### config.mk
export PLATFORM = sky130hd
export DESIGN_NAME = clock_select_control
export DESIGN_NICKNAME = d
export VERILOG_FILES = /design/src/rtl/clock_select_control.v /design/src/rtl/clock_switch.v
export VERILOG_INCLUDE_DIRS = /design/src /design/src/inc
export SDC_FILE = /design/constraint.sdc
export NUM_CORES = 1
export LEC_CHECK = 0
export ABC_AREA = 1
export BUFFER_PORTS_ARGS = -buffer_cell sky130_fd_sc_hd__buf_2
export CAP_MARGIN = 25
export CORE_MARGIN = 3
export CORE_UTILIZATION = 55
export CTS_CLUSTER_DIAMETER = 200
export CTS_CLUSTER_SIZE = 24
export DETAILED_ROUTE_END_ITERATION = 7
export PLACE_DENSITY = 0.86
export SYNTH_ARGS = -nofsm -noshare
export SYNTH_HDL_FRONTEND = slang
export SYNTH_SLANG_ARGS = --single-unit
### constraint.sdc
create_clock -name clk_sys -period 4.85 [get_ports clk_sys]
set_clock_uncertainty 0.2 [all_clocks]
set_input_delay 0.97 -clock clk_sys [delete_from_list [all_inputs] [get_ports clk_sys]]
set_output_delay 0.97 -clock clk_sys [all_outputs]
set_load 0.01 [all_outputs]
### src/inc/clock_select_regs.vh
/*
 * Register indexes, field positions, reset values, mode codes and counts
 * of the system clock select and oscillator control block.
 * Assumes an Avalon-MM word address; byte address is four times the index.
 */
`ifndef CLOCK_SELECT_REGS_VH
`define CLOCK_SELECT_REGS_VH

// Word indexes
`define IDX_SYSTEM_CLOCK_CONTROL 3'h0
`define IDX_FAST_RC_CONTROL 3'h1
`define IDX_CRYSTAL_CONTROL 3'h2
`define IDX_INT_STATUS 3'h3
`define IDX_INT_MASK 3'h4
`define IDX_SWITCH_STATE 3'h5

// System clock control fields
`define SCC_SEL_HI 7
`define SCC_SEL_LO 5
`define SCC_HIGH_SRC 3
`define SCC_LOW_SRC 2
`define SCC_HIGH_KEEP 1
`define SCC_LOW_KEEP 0

// Fast RC control fields
`define FRC_FREQ_HI 3
`define FRC_FREQ_LO 2
`define FRC_STABLE 1
`define FRC_ENABLE 0

// Crystal control fields
`define XTL_RANGE 2
`define XTL_STABLE 1
`define XTL_ENABLE 0

// Reset values
`define SYSCLK_SELECT_RESET 3'h0
`define FAST_RC_FREQ_RESET 2'h0
`define FAST_RC_ENABLE_RESET 1'b1
`define CRYSTAL_ENABLE_RESET 1'b0

// Clock select codes
`define SEL_SUB_CLOCK 3'h7

// Interrupt event bits
`define EV_FAST_RC_STABLE 0
`define EV_CRYSTAL_STABLE 1
`define EV_SWITCH_DONE 2
`define EV_WIDTH 3

// Power mode codes
`define MODE_FAST 3'h0
`define MODE_SLOW 3'h1
`define MODE_SLEEP 3'h2
`define MODE_IDLE_LOW_ONLY 3'h3
`define MODE_IDLE_BOTH_OSC 3'h4
`define MODE_IDLE_HIGH_ONLY 3'h5

// Counts
`define SWITCH_SYS_TICKS 4
`define OSC_SETTLE_CYCLES 16

`endif

### src/rtl/clock_select_control.v
/*
 * System clock select and oscillator control with an Avalon-MM register slave.
 * Assumes oscillator outputs and ready levels arrive from outside the clk_sys
 * domain, oscillators run below half of clk_sys, and halt and wake are
 * one-cycle pulses from logic on clk_sys.
 */
// Chosen here: register access over Avalon-MM and the address map.
// Summary of operation
// - Select code picks high clock divisor or sub
// - High source bit picks fast RC or crystal
// - Low source is slow RC; one is reserved
// - High keep bit runs high oscillator in halt
// - Low keep bit runs low oscillator in halt
// - Bit four of clock control reads zero
// - Switch completes after four current ticks plus handover
// - Frequency code selects 8, 12 or 16 MHz
// - New fast RC frequency delivered after stable flag
// - Fast RC stable flag clears, then sets when stable
// - Fast RC enable starts oscillator; resets to one
// - Crystal range bit selects below or above 10MHz
// - Crystal enable starts it; stable flag clears then sets
// - Select field alone switches fast/slow, never halts
// - Halt chooses sleep or idle by keep bits
// - Keep bits map to sleep and three idle modes
`timescale 1ns/1ps
`include "clock_select_regs.vh"
module clock_select_control #(
    parameter SETTLE_CYCLES = `OSC_SETTLE_CYCLES,
    parameter SWITCH_TICKS = `SWITCH_SYS_TICKS
) (
    // Clock and reset
    input wire clk_sys,
    input wire rst,
    input wire ce,
    // Avalon-MM slave
    input wire [2:0] avs_address,
    input wire avs_read,
    input wire avs_write,
    input wire [31:0] avs_writedata,
    input wire [3:0] avs_byteenable,
    output reg [31:0] avs_readdata,
    output wire avs_waitrequest,
    // Oscillator outputs and ready levels
    input wire fast_rc_clk,
    input wire crystal_clk,
    input wire slow_rc_clk,
    input wire fast_rc_ready,
    input wire crystal_ready,
    // Oscillator controls
    output wire fast_rc_run,
    output wire [1:0] fast_rc_freq_code,
    output wire crystal_run,
    output wire crystal_range,
    output wire slow_rc_run,
    // CPU side
    input wire halt_req,
    input wire wake_req,
    output wire cpu_clk_en,
    output wire sys_clk_en,
    output reg [2:0] power_mode,
    output reg halted,
    // Interrupt
    output wire irq
);
    localparam [31:0] SETTLE_FULL = SETTLE_CYCLES - 1;
    localparam [15:0] SETTLE_LAST = SETTLE_FULL[15:0];

    // Register fields
    reg [2:0] sysclk_select_reg;
    reg high_src_select_reg;
    reg low_src_select_reg;
    reg high_osc_halt_keep_reg;
    reg low_osc_halt_keep_reg;
    reg [1:0] fast_rc_freq_sel_reg;
    reg fast_rc_enable_reg;
    reg crystal_range_sel_reg;
    reg crystal_enable_reg;
    reg [`EV_WIDTH-1:0] int_status_reg;
    reg [`EV_WIDTH-1:0] int_mask_reg;
    reg [1:0] fast_rc_freq_out_reg;

    // Bus and synchroniser state
    reg ack_reg;
    reg [31:0] rdata;
    reg [4:0] sync1_reg;
    reg [4:0] sync2_reg;
    reg [2:0] tick_prev_reg;
    reg [1:0] stable_prev_reg;

    wire [2:0] tick;
    wire [1:0] osc_run;
    wire [1:0] osc_ready;
    wire [1:0] osc_restart;
    wire [1:0] osc_stable;
    wire [`EV_WIDTH-1:0] event_set;
    wire [`EV_WIDTH-1:0] event_clr;
    wire wr_take;
    wire wr_scc;
    wire wr_frc;
    wire wr_xtl;
    wire wr_stat;
    wire wr_mask;
    wire [7:0] wd;
    wire sw_tick;
    wire [3:0] active_sel;
    wire sw_busy;
    wire sw_done;
    wire active_is_sub;
    wire src_alive;

    // Halt mode from the two keep bits
    function [2:0] halt_mode;
        input keep_high;
        input keep_low;
        begin
            case ({keep_high, keep_low})
                2'b00: halt_mode = `MODE_SLEEP;
                2'b01: halt_mode = `MODE_IDLE_LOW_ONLY;
                2'b11: halt_mode = `MODE_IDLE_BOTH_OSC;
                2'b10: halt_mode = `MODE_IDLE_HIGH_ONLY;
                default: halt_mode = `MODE_SLEEP;
            endcase
        end
    endfunction

    // Bus handshake: one wait state on every access
    assign avs_waitrequest = (avs_read | avs_write) & ~ack_reg;
    assign wr_take = avs_write & ack_reg & avs_byteenable[0];
    assign wd = avs_writedata[7:0];
    assign wr_scc = wr_take & (avs_address == `IDX_SYSTEM_CLOCK_CONTROL);
    assign wr_frc = wr_take & (avs_address == `IDX_FAST_RC_CONTROL);
    assign wr_xtl = wr_take & (avs_address == `IDX_CRYSTAL_CONTROL);
    assign wr_stat = wr_take & (avs_address == `IDX_INT_STATUS);
    assign wr_mask = wr_take & (avs_address == `IDX_INT_MASK);

    // Pin synchronisers; edges are taken from the second stage only
    assign tick = sync2_reg[2:0] & ~tick_prev_reg;
    assign osc_ready = sync2_reg[4:3];

    always @(posedge clk_sys or posedge rst) begin
        if (rst) begin
            sync1_reg <= 5'h00;
            sync2_reg <= 5'h00;
            tick_prev_reg <= 3'h0;
        end else if (ce) begin
            sync1_reg <= {crystal_ready, fast_rc_ready, slow_rc_clk, crystal_clk,
                fast_rc_clk};
            sync2_reg <= sync1_reg;
            tick_prev_reg <= sync2_reg[2:0];
        end
    end

    // Oscillator run controls
    assign fast_rc_run = fast_rc_enable_reg & (~halted | high_osc_halt_keep_reg);
    assign crystal_run = crystal_enable_reg & (~halted | high_osc_halt_keep_reg);
    assign slow_rc_run = ~halted | low_osc_halt_keep_reg;
    assign osc_run = {crystal_run, fast_rc_run};
    assign fast_rc_freq_code = fast_rc_freq_sel_reg;
    assign crystal_range = crystal_range_sel_reg;

    // Restart on enable rising or on a new frequency code
    assign osc_restart[0] = wr_frc & ((wd[`FRC_ENABLE] & ~fast_rc_enable_reg) |
        (wd[`FRC_FREQ_HI:`FRC_FREQ_LO] != fast_rc_freq_sel_reg));
    assign osc_restart[1] = wr_xtl & wd[`XTL_ENABLE] & ~crystal_enable_reg;

    // Stable flags: ready must hold for a settle time after each restart
    genvar i;
    generate
        for (i = 0; i < 2; i = i + 1) begin : stab
            reg [15:0] cnt_reg;
            reg flag_reg;
            always @(posedge clk_sys or posedge rst) begin
                if (rst) begin
                    cnt_reg <= 16'h0000;
                    flag_reg <= 1'b0;
                end else if (ce) begin
                    if (~osc_run[i] | osc_restart[i]) begin
                        cnt_reg <= 16'h0000;
                        flag_reg <= 1'b0;
                    end else if (~osc_ready[i]) begin
                        cnt_reg <= 16'h0000;
                    end else if (~flag_reg) begin
                        if (cnt_reg == SETTLE_LAST)
                            flag_reg <= 1'b1;
                        else
                            cnt_reg <= cnt_reg + 16'h0001;
                    end
                end
            end
            assign osc_stable[i] = flag_reg;
        end
    endgenerate

    // Delivered fast RC frequency follows the stable flag
    always @(posedge clk_sys or posedge rst) begin
        if (rst) begin
            fast_rc_freq_out_reg <= `FAST_RC_FREQ_RESET;
            stable_prev_reg <= 2'b00;
        end else if (ce) begin
            stable_prev_reg <= osc_stable;
            if (osc_stable[0] & ~stable_prev_reg[0])
                fast_rc_freq_out_reg <= fast_rc_freq_sel_reg;
        end
    end

    // Clock source switch; unstable oscillators deliver no ticks
    clock_switch #(
        .SWITCH_TICKS(SWITCH_TICKS)
    ) u_switch (
        .clk_sys(clk_sys),
        .rst(rst),
        .ce(ce),
        .target_sel({high_src_select_reg, sysclk_select_reg}),
        .fast_tick(tick[0] & osc_stable[0]),
        .crystal_tick(tick[1] & osc_stable[1]),
        .slow_tick(tick[2]),
        .sys_tick(sw_tick),
        .active_sel(active_sel),
        .busy(sw_busy),
        .done(sw_done)
    );

    assign active_is_sub = (active_sel[2:0] == `SEL_SUB_CLOCK);
    // In halt the system clock lives only if its own oscillator is kept
    assign src_alive = ~halted |
        (active_is_sub ? low_osc_halt_keep_reg : high_osc_halt_keep_reg);
    assign sys_clk_en = sw_tick & src_alive;
    assign cpu_clk_en = sw_tick & ~halted;

    // Halt and wake; the select field never halts the CPU
    always @(posedge clk_sys or posedge rst) begin
        if (rst) begin
            halted <= 1'b0;
            power_mode <= `MODE_FAST;
        end else if (ce) begin
            if (halted & wake_req) begin
                halted <= 1'b0;
            end else if (~halted & halt_req & ~wake_req) begin
                halted <= 1'b1;
                power_mode <= halt_mode(high_osc_halt_keep_reg,
                    low_osc_halt_keep_reg);
            end
            if (~halted | wake_req)
                power_mode <= active_is_sub ? `MODE_SLOW : `MODE_FAST;
            if (~halted & halt_req & ~wake_req)
                power_mode <= halt_mode(high_osc_halt_keep_reg,
                    low_osc_halt_keep_reg);
        end
    end

    // Interrupt events; a set in the clearing cycle wins
    assign event_set[`EV_FAST_RC_STABLE] = osc_stable[0] & ~stable_prev_reg[0];
    assign event_set[`EV_CRYSTAL_STABLE] = osc_stable[1] & ~stable_prev_reg[1];
    assign event_set[`EV_SWITCH_DONE] = sw_done;
    assign event_clr = wr_stat ? wd[`EV_WIDTH-1:0] : {`EV_WIDTH{1'b0}};
    assign irq = |(int_status_reg & int_mask_reg);

    // Register writes
    always @(posedge clk_sys or posedge rst) begin
        if (rst) begin
            sysclk_select_reg <= `SYSCLK_SELECT_RESET;
            high_src_select_reg <= 1'b0;
            low_src_select_reg <= 1'b0;
            high_osc_halt_keep_reg <= 1'b0;
            low_osc_halt_keep_reg <= 1'b0;
            fast_rc_freq_sel_reg <= `FAST_RC_FREQ_RESET;
            fast_rc_enable_reg <= `FAST_RC_ENABLE_RESET;
            crystal_range_sel_reg <= 1'b0;
            crystal_enable_reg <= `CRYSTAL_ENABLE_RESET;
            int_status_reg <= {`EV_WIDTH{1'b0}};
            int_mask_reg <= {`EV_WIDTH{1'b0}};
        end else if (ce) begin
            int_status_reg <= (int_status_reg & ~event_clr) | event_set;
            if (wr_scc) begin
                sysclk_select_reg <= wd[`SCC_SEL_HI:`SCC_SEL_LO];
                high_src_select_reg <= wd[`SCC_HIGH_SRC];
                // Stored for read-back; the sub clock is the slow RC either way
                low_src_select_reg <= wd[`SCC_LOW_SRC];
                high_osc_halt_keep_reg <= wd[`SCC_HIGH_KEEP];
                low_osc_halt_keep_reg <= wd[`SCC_LOW_KEEP];
            end
            if (wr_frc) begin
                fast_rc_freq_sel_reg <= wd[`FRC_FREQ_HI:`FRC_FREQ_LO];
                fast_rc_enable_reg <= wd[`FRC_ENABLE];
            end
            if (wr_xtl) begin
                // A range change under a running crystal is dropped
                if (~crystal_enable_reg)
                    crystal_range_sel_reg <= wd[`XTL_RANGE];
                crystal_enable_reg <= wd[`XTL_ENABLE];
            end
            if (wr_mask)
                int_mask_reg <= wd[`EV_WIDTH-1:0];
        end
    end

    // Read mux; unmapped words and unimplemented bits read zero
    always @* begin
        rdata = 32'h00000000;
        case (avs_address)
            `IDX_SYSTEM_CLOCK_CONTROL: begin
                rdata[`SCC_SEL_HI:`SCC_SEL_LO] = sysclk_select_reg;
                rdata[4] = 1'b0;
                rdata[`SCC_HIGH_SRC] = high_src_select_reg;
                rdata[`SCC_LOW_SRC] = low_src_select_reg;
                rdata[`SCC_HIGH_KEEP] = high_osc_halt_keep_reg;
                rdata[`SCC_LOW_KEEP] = low_osc_halt_keep_reg;
            end
            `IDX_FAST_RC_CONTROL: begin
                rdata[`FRC_FREQ_HI:`FRC_FREQ_LO] = fast_rc_freq_sel_reg;
                rdata[`FRC_STABLE] = osc_stable[0];
                rdata[`FRC_ENABLE] = fast_rc_enable_reg;
            end
            `IDX_CRYSTAL_CONTROL: begin
                rdata[`XTL_RANGE] = crystal_range_sel_reg;
                rdata[`XTL_STABLE] = osc_stable[1];
                rdata[`XTL_ENABLE] = crystal_enable_reg;
            end
            `IDX_INT_STATUS: begin
                rdata[`EV_WIDTH-1:0] = int_status_reg;
            end
            `IDX_INT_MASK: begin
                rdata[`EV_WIDTH-1:0] = int_mask_reg;
            end
            `IDX_SWITCH_STATE: begin
                rdata[3:0] = active_sel;
                rdata[4] = sw_busy;
                rdata[7:5] = power_mode;
                rdata[8] = halted;
                rdata[10:9] = fast_rc_freq_out_reg;
            end
            default: begin
                rdata = 32'h00000000;
            end
        endcase
    end

    // Read data registered in the wait cycle, valid at the accepting edge
    always @(posedge clk_sys or posedge rst) begin
        if (rst) begin
            ack_reg <= 1'b0;
            avs_readdata <= 32'h00000000;
        end else if (ce) begin
            ack_reg <= (avs_read | avs_write) & ~ack_reg;
            if (avs_read & ~ack_reg)
                avs_readdata <= rdata;
        end
    end
endmodule // clock_select_control

### src/rtl/clock_switch.v
/*
 * Glitch-free system clock source switch, working on clock-enable ticks.
 * Assumes oscillator ticks are one-cycle pulses already in the clk_sys domain.
 */
`timescale 1ns/1ps
`include "clock_select_regs.vh"
module clock_switch #(
    parameter SWITCH_TICKS = `SWITCH_SYS_TICKS
) (
    // Clock and reset
    input wire clk_sys,
    input wire rst,
    input wire ce,
    // Selection {high source, divider code}
    input wire [3:0] target_sel,
    // Oscillator ticks
    input wire fast_tick,
    input wire crystal_tick,
    input wire slow_tick,
    // Result
    output reg sys_tick,
    output reg [3:0] active_sel,
    output wire busy,
    output reg done
);
    localparam ST_IDLE = 2'b00;
    localparam ST_COUNT = 2'b01;
    localparam ST_HANDOVER = 2'b10;
    localparam [31:0] TICK_FULL = SWITCH_TICKS - 1;
    localparam [2:0] TICK_LAST = TICK_FULL[2:0];

    reg [1:0] state_reg;
    reg [2:0] count_reg;
    reg [3:0] pend_reg;
    reg [5:0] fast_div_reg;
    reg [5:0] xtal_div_reg;
    wire cur_tick;
    wire tar_tick;

    // Divide by two to the code: tick when the low bits are all ones
    function sel_tick;
        input [3:0] s;
        input f;
        input x;
        input sl;
        input [5:0] fd;
        input [5:0] xd;
        reg [5:0] mask;
        reg [5:0] cnt;
        begin
            mask = ~(6'h3f << s[2:0]);
            cnt = s[3] ? xd : fd;
            if (s[2:0] == `SEL_SUB_CLOCK)
                sel_tick = sl;
            else
                sel_tick = (s[3] ? x : f) & ((cnt & mask) == mask);
        end
    endfunction

    assign cur_tick = sel_tick(active_sel, fast_tick, crystal_tick, slow_tick,
        fast_div_reg, xtal_div_reg);
    assign tar_tick = sel_tick(pend_reg, fast_tick, crystal_tick, slow_tick,
        fast_div_reg, xtal_div_reg);
    assign busy = (state_reg != ST_IDLE);

    always @(posedge clk_sys or posedge rst) begin
        if (rst) begin
            state_reg <= ST_IDLE;
            count_reg <= 3'h0;
            pend_reg <= 4'h0;
            active_sel <= 4'h0;
            fast_div_reg <= 6'h00;
            xtal_div_reg <= 6'h00;
            sys_tick <= 1'b0;
            done <= 1'b0;
        end else if (ce) begin
            done <= 1'b0;
            if (fast_tick)
                fast_div_reg <= fast_div_reg + 6'h01;
            if (crystal_tick)
                xtal_div_reg <= xtal_div_reg + 6'h01;
            // Handover gap drops the tick so no shortened cycle reaches the CPU
            sys_tick <= cur_tick & (state_reg != ST_HANDOVER);
            case (state_reg)
                ST_IDLE: begin
                    if (target_sel != active_sel) begin
                        pend_reg <= target_sel;
                        count_reg <= 3'h0;
                        state_reg <= ST_COUNT;
                    end
                end
                ST_COUNT: begin
                    if (target_sel != pend_reg) begin
                        state_reg <= ST_IDLE;
                    end else if (cur_tick) begin
                        count_reg <= count_reg + 3'h1;
                        if (count_reg == TICK_LAST)
                            state_reg <= ST_HANDOVER;
                    end
                end
                ST_HANDOVER: begin
                    // A target that never ticks leaves the clock stopped here
                    if (tar_tick) begin
                        active_sel <= pend_reg;
                        done <= 1'b1;
                        state_reg <= ST_IDLE;
                    end
                end
                default: begin
                    state_reg <= ST_IDLE;
                end
            endcase
        end
    end
endmodule // clock_switch

==> results.json <==
{
  "cts_setup_buffers": 0,
  "multi_input_area_um2": 3070,
  "portBuffers": 47,
  "setup_violations": 0,
  "syn_inst": 861,
  "grt_pass1_wl_um": 24600,
  "cts_buffers": 9,
  "final_cell_mix": "nand2_1, dfrtp_1, nand3_1, inv_1, nor2_1",
  "die_y_um": 114,
  "crit_fanout": 17,
  "grt-ovfl-total": 0,
  "max_freq_mhz": 360,
  "intPower_uw": 1550,
  "cts-root-buf": "clkbuf_16",
  "leakage_uw": 0.00343,
  "drv_slew": 0,
  "area_growth_pct": 8.31,
  "outcome": "finished clean",
  "place_ws_ns": 1.86,
  "required_ns": 3.68,
  "place_congestion": 0.943,
  "regArea_um2": 2800,
  "routed_via_density": 5.50,
  "rsz0062_at_grt": "no",
  "finalHoldViolCount": 0,
  "relSlewSlack_pct": 45.2,
  "peakVddDrop_v": 0.000247,
  "routed_wl_um": 14600,
  "antenna_found_initial": 0,
  "hold-worst-slack_ns": 0.271,
  "power_density_nw_per_um2": 320,
  "wl_per_cell_um": 14.0,
  "synth-warning-count": 0,
  "fp.coreArea_um2": 11100,
  "combPwrFrac_pct": 17.5,
  "setup_tns_ns": 0,
  "ys_types": 42,
  "start_util_pct": 57.8,
  "grt-busiest-layer": "met2",
  "cts_tree": "built",
  "cts_hold_buf": 0,
  "synthFlopType": "dfrtp_1",
  "cp-end-kind": "output port",
  "swShare_pct": 30.7,
  "finalNonFillerCells": 1046,
  "grt_pass1_vias": 5319,
  "period_share_pct": 57.2,
  "maxCapViolations": 0,
  "cts_resized": 0,
  "startpoint_type": "flip-flop",
  "cts_sinks": 112,
  "netSwitchingPower_uw": 686,
  "yosys.area.top_type_share_pct": 43.2,
  "met1_usage_pct": 31.6,
  "grt.total_usage_pct": 23.1,
  "worstMarginPinSlew_ns": 0.822,
  "avgSynthCellArea_um2": 7.47,
  "clk_path_buf_depth": 2,
  "drt_iter0_drc": 695,
  "met3_usage_pct": 4.92,
  "synth_seq_cells": 112,
  "clk_pin_slew_worst_paths_ns": 0.07,
  "htree_levels": 3,
  "finalNetCount": 962,
  "final_layout_size_suffix_gt1_share_pct": 10.2,
  "num_antenna_cells": 0,
  "synth_edf_count": 0,
  "critical_path_class": "flip-flop to output port",
  "netlist_top_cells_area": "dfrtp_1, nand2_1, nand3_1, o21ai_0, inv_1",
  "clockPowerShare_pct": 33.0,
  "largest_reg_flops": 32,
  "ant_nets": 0,
  "route.vias.total": 5755,
  "grt_max_degree": 69,
  "seq_power_share_pct": 49.4,
  "worst_slack_ns": 2.07,
  "fin_crit_ns": 2.78,
  "die-area_um2": 13000,
  "drtPass1Iterations": 5,
  "placed_cells": 1030,
  "synthArstFlopShare_pct": 100,
  "synth_area_um2": 6430,
  "synth_area_leader_cell": "dfrtp_1",
  "io_pins": 97,
  "dp_hpwl_um": 10300,
  "met2_usage_pct": 37.1,
  "mostFrequentLayoutCell": "nand2_1",
  "fillers": 950,
  "ys_seq_area_share_pct": 43.6,
  "clk_latency_ns": 0.35,
  "die_w_um": 114,
  "arrival_ns": 1.61,
  "drc": 0,
  "hp-class": "flip-flop to flip-flop",
  "row_count": 38
}
## Yosys cell counts, drive strengths merged (2+ instances only)
| cell type | instances |
|---|---|
| a221oi | 3 |
| nor3 | 17 |
| nand2 | 256 |
| dfrtp | 111 |
| buf | 31 |
| clkbuf | 11 |
| o21ai | 76 |
| o22ai | 2 |
| xnor2 | 12 |
| nor4 | 2 |
| nand3 | 90 |
| nor2 | 73 |
| mux2 | 3 |
| o211ai | 5 |
| inv | 94 |
| xor2 | 14 |
| or2 | 4 |
| nand4 | 30 |
| ha | 10 |
| a21oi | 9 |
| a31oi | 2 |
## through the flow
stage | util (%) | power, µW | cell area [µm²]
after floorplan | - | 1410 | 6510
after detailed placement | 60.0 | 1510 | 6680
after CTS | 62.6 | 2240 | 6970
final | 62.6 | 2230 | 6970
after global routing | 62.6 | 2360 | 6970
after global placement | 60.0 | 1490 | 6680
## final timing paths
check                      slack [ns]  cells past startpoint                  end               start
min                              0.27                      2         sync1_reg[2]        sync1_reg[2]
max reg2reg                      2.56                      9  stab[0].cnt_reg[15]  stab[0].cnt_reg[0]
min in group asynchronous        0.58                      2   stab[0].cnt_reg[3]                 rst
max                              2.07                      2          crystal_run              halted
max in group asynchronous        2.99                      3   fast_rc_enable_reg                 rst
min reg2reg                      0.27                      2         sync1_reg[2]        sync1_reg[2]
## cell families after synthesis
family | count (synthesis) | synth area share (%)
simple gates | 475 | 32.1
fa+ha+maj | 10 | 1.95
mux | 3 | 0.525
buf+inv | 136 | 9.78
compound gates | 98 | 8.42
other cells | 1 | 0.0583
xor+xnor | 26 | 3.54
flops | 112 | 43.6
## routing by layer
layer	wire length, µm	share of wire [%]	up-vias
met1	6540	45	2703
met5	0	0	-
li1	-	-	2829
met4	255	1.7	0
met3	877	6.0	20
met2	6940	47	203
## worst max-delay path, cell delays in order (launching register included)
cell	delay (ns)
dfrtp_1	0.51
a21oi_4	0.51
buf_2	0.23
## power groups by stage
stage / logic [µW] / registers [µW] / clock network, µW
final: 392 / 1100 / 738
after global routing: 451 / 1110 / 791
after CTS: 393 / 1100 / 748
after detailed placement: 389 / 1120 / 0
after global placement: 380 / 1110 / 0
after floorplan: 318 / 1090 / 0
## area by class of cell
type,instances,area share [%]
clock buffers,11,3.34
clock inverters,5,0.826
inverters,94,5.14
multi-input cells,633,44.1
flip-flops and latches,112,40.2
well taps,140,2.51
repair buffers,51,3.81
Power figures use the tool's default switching activity.
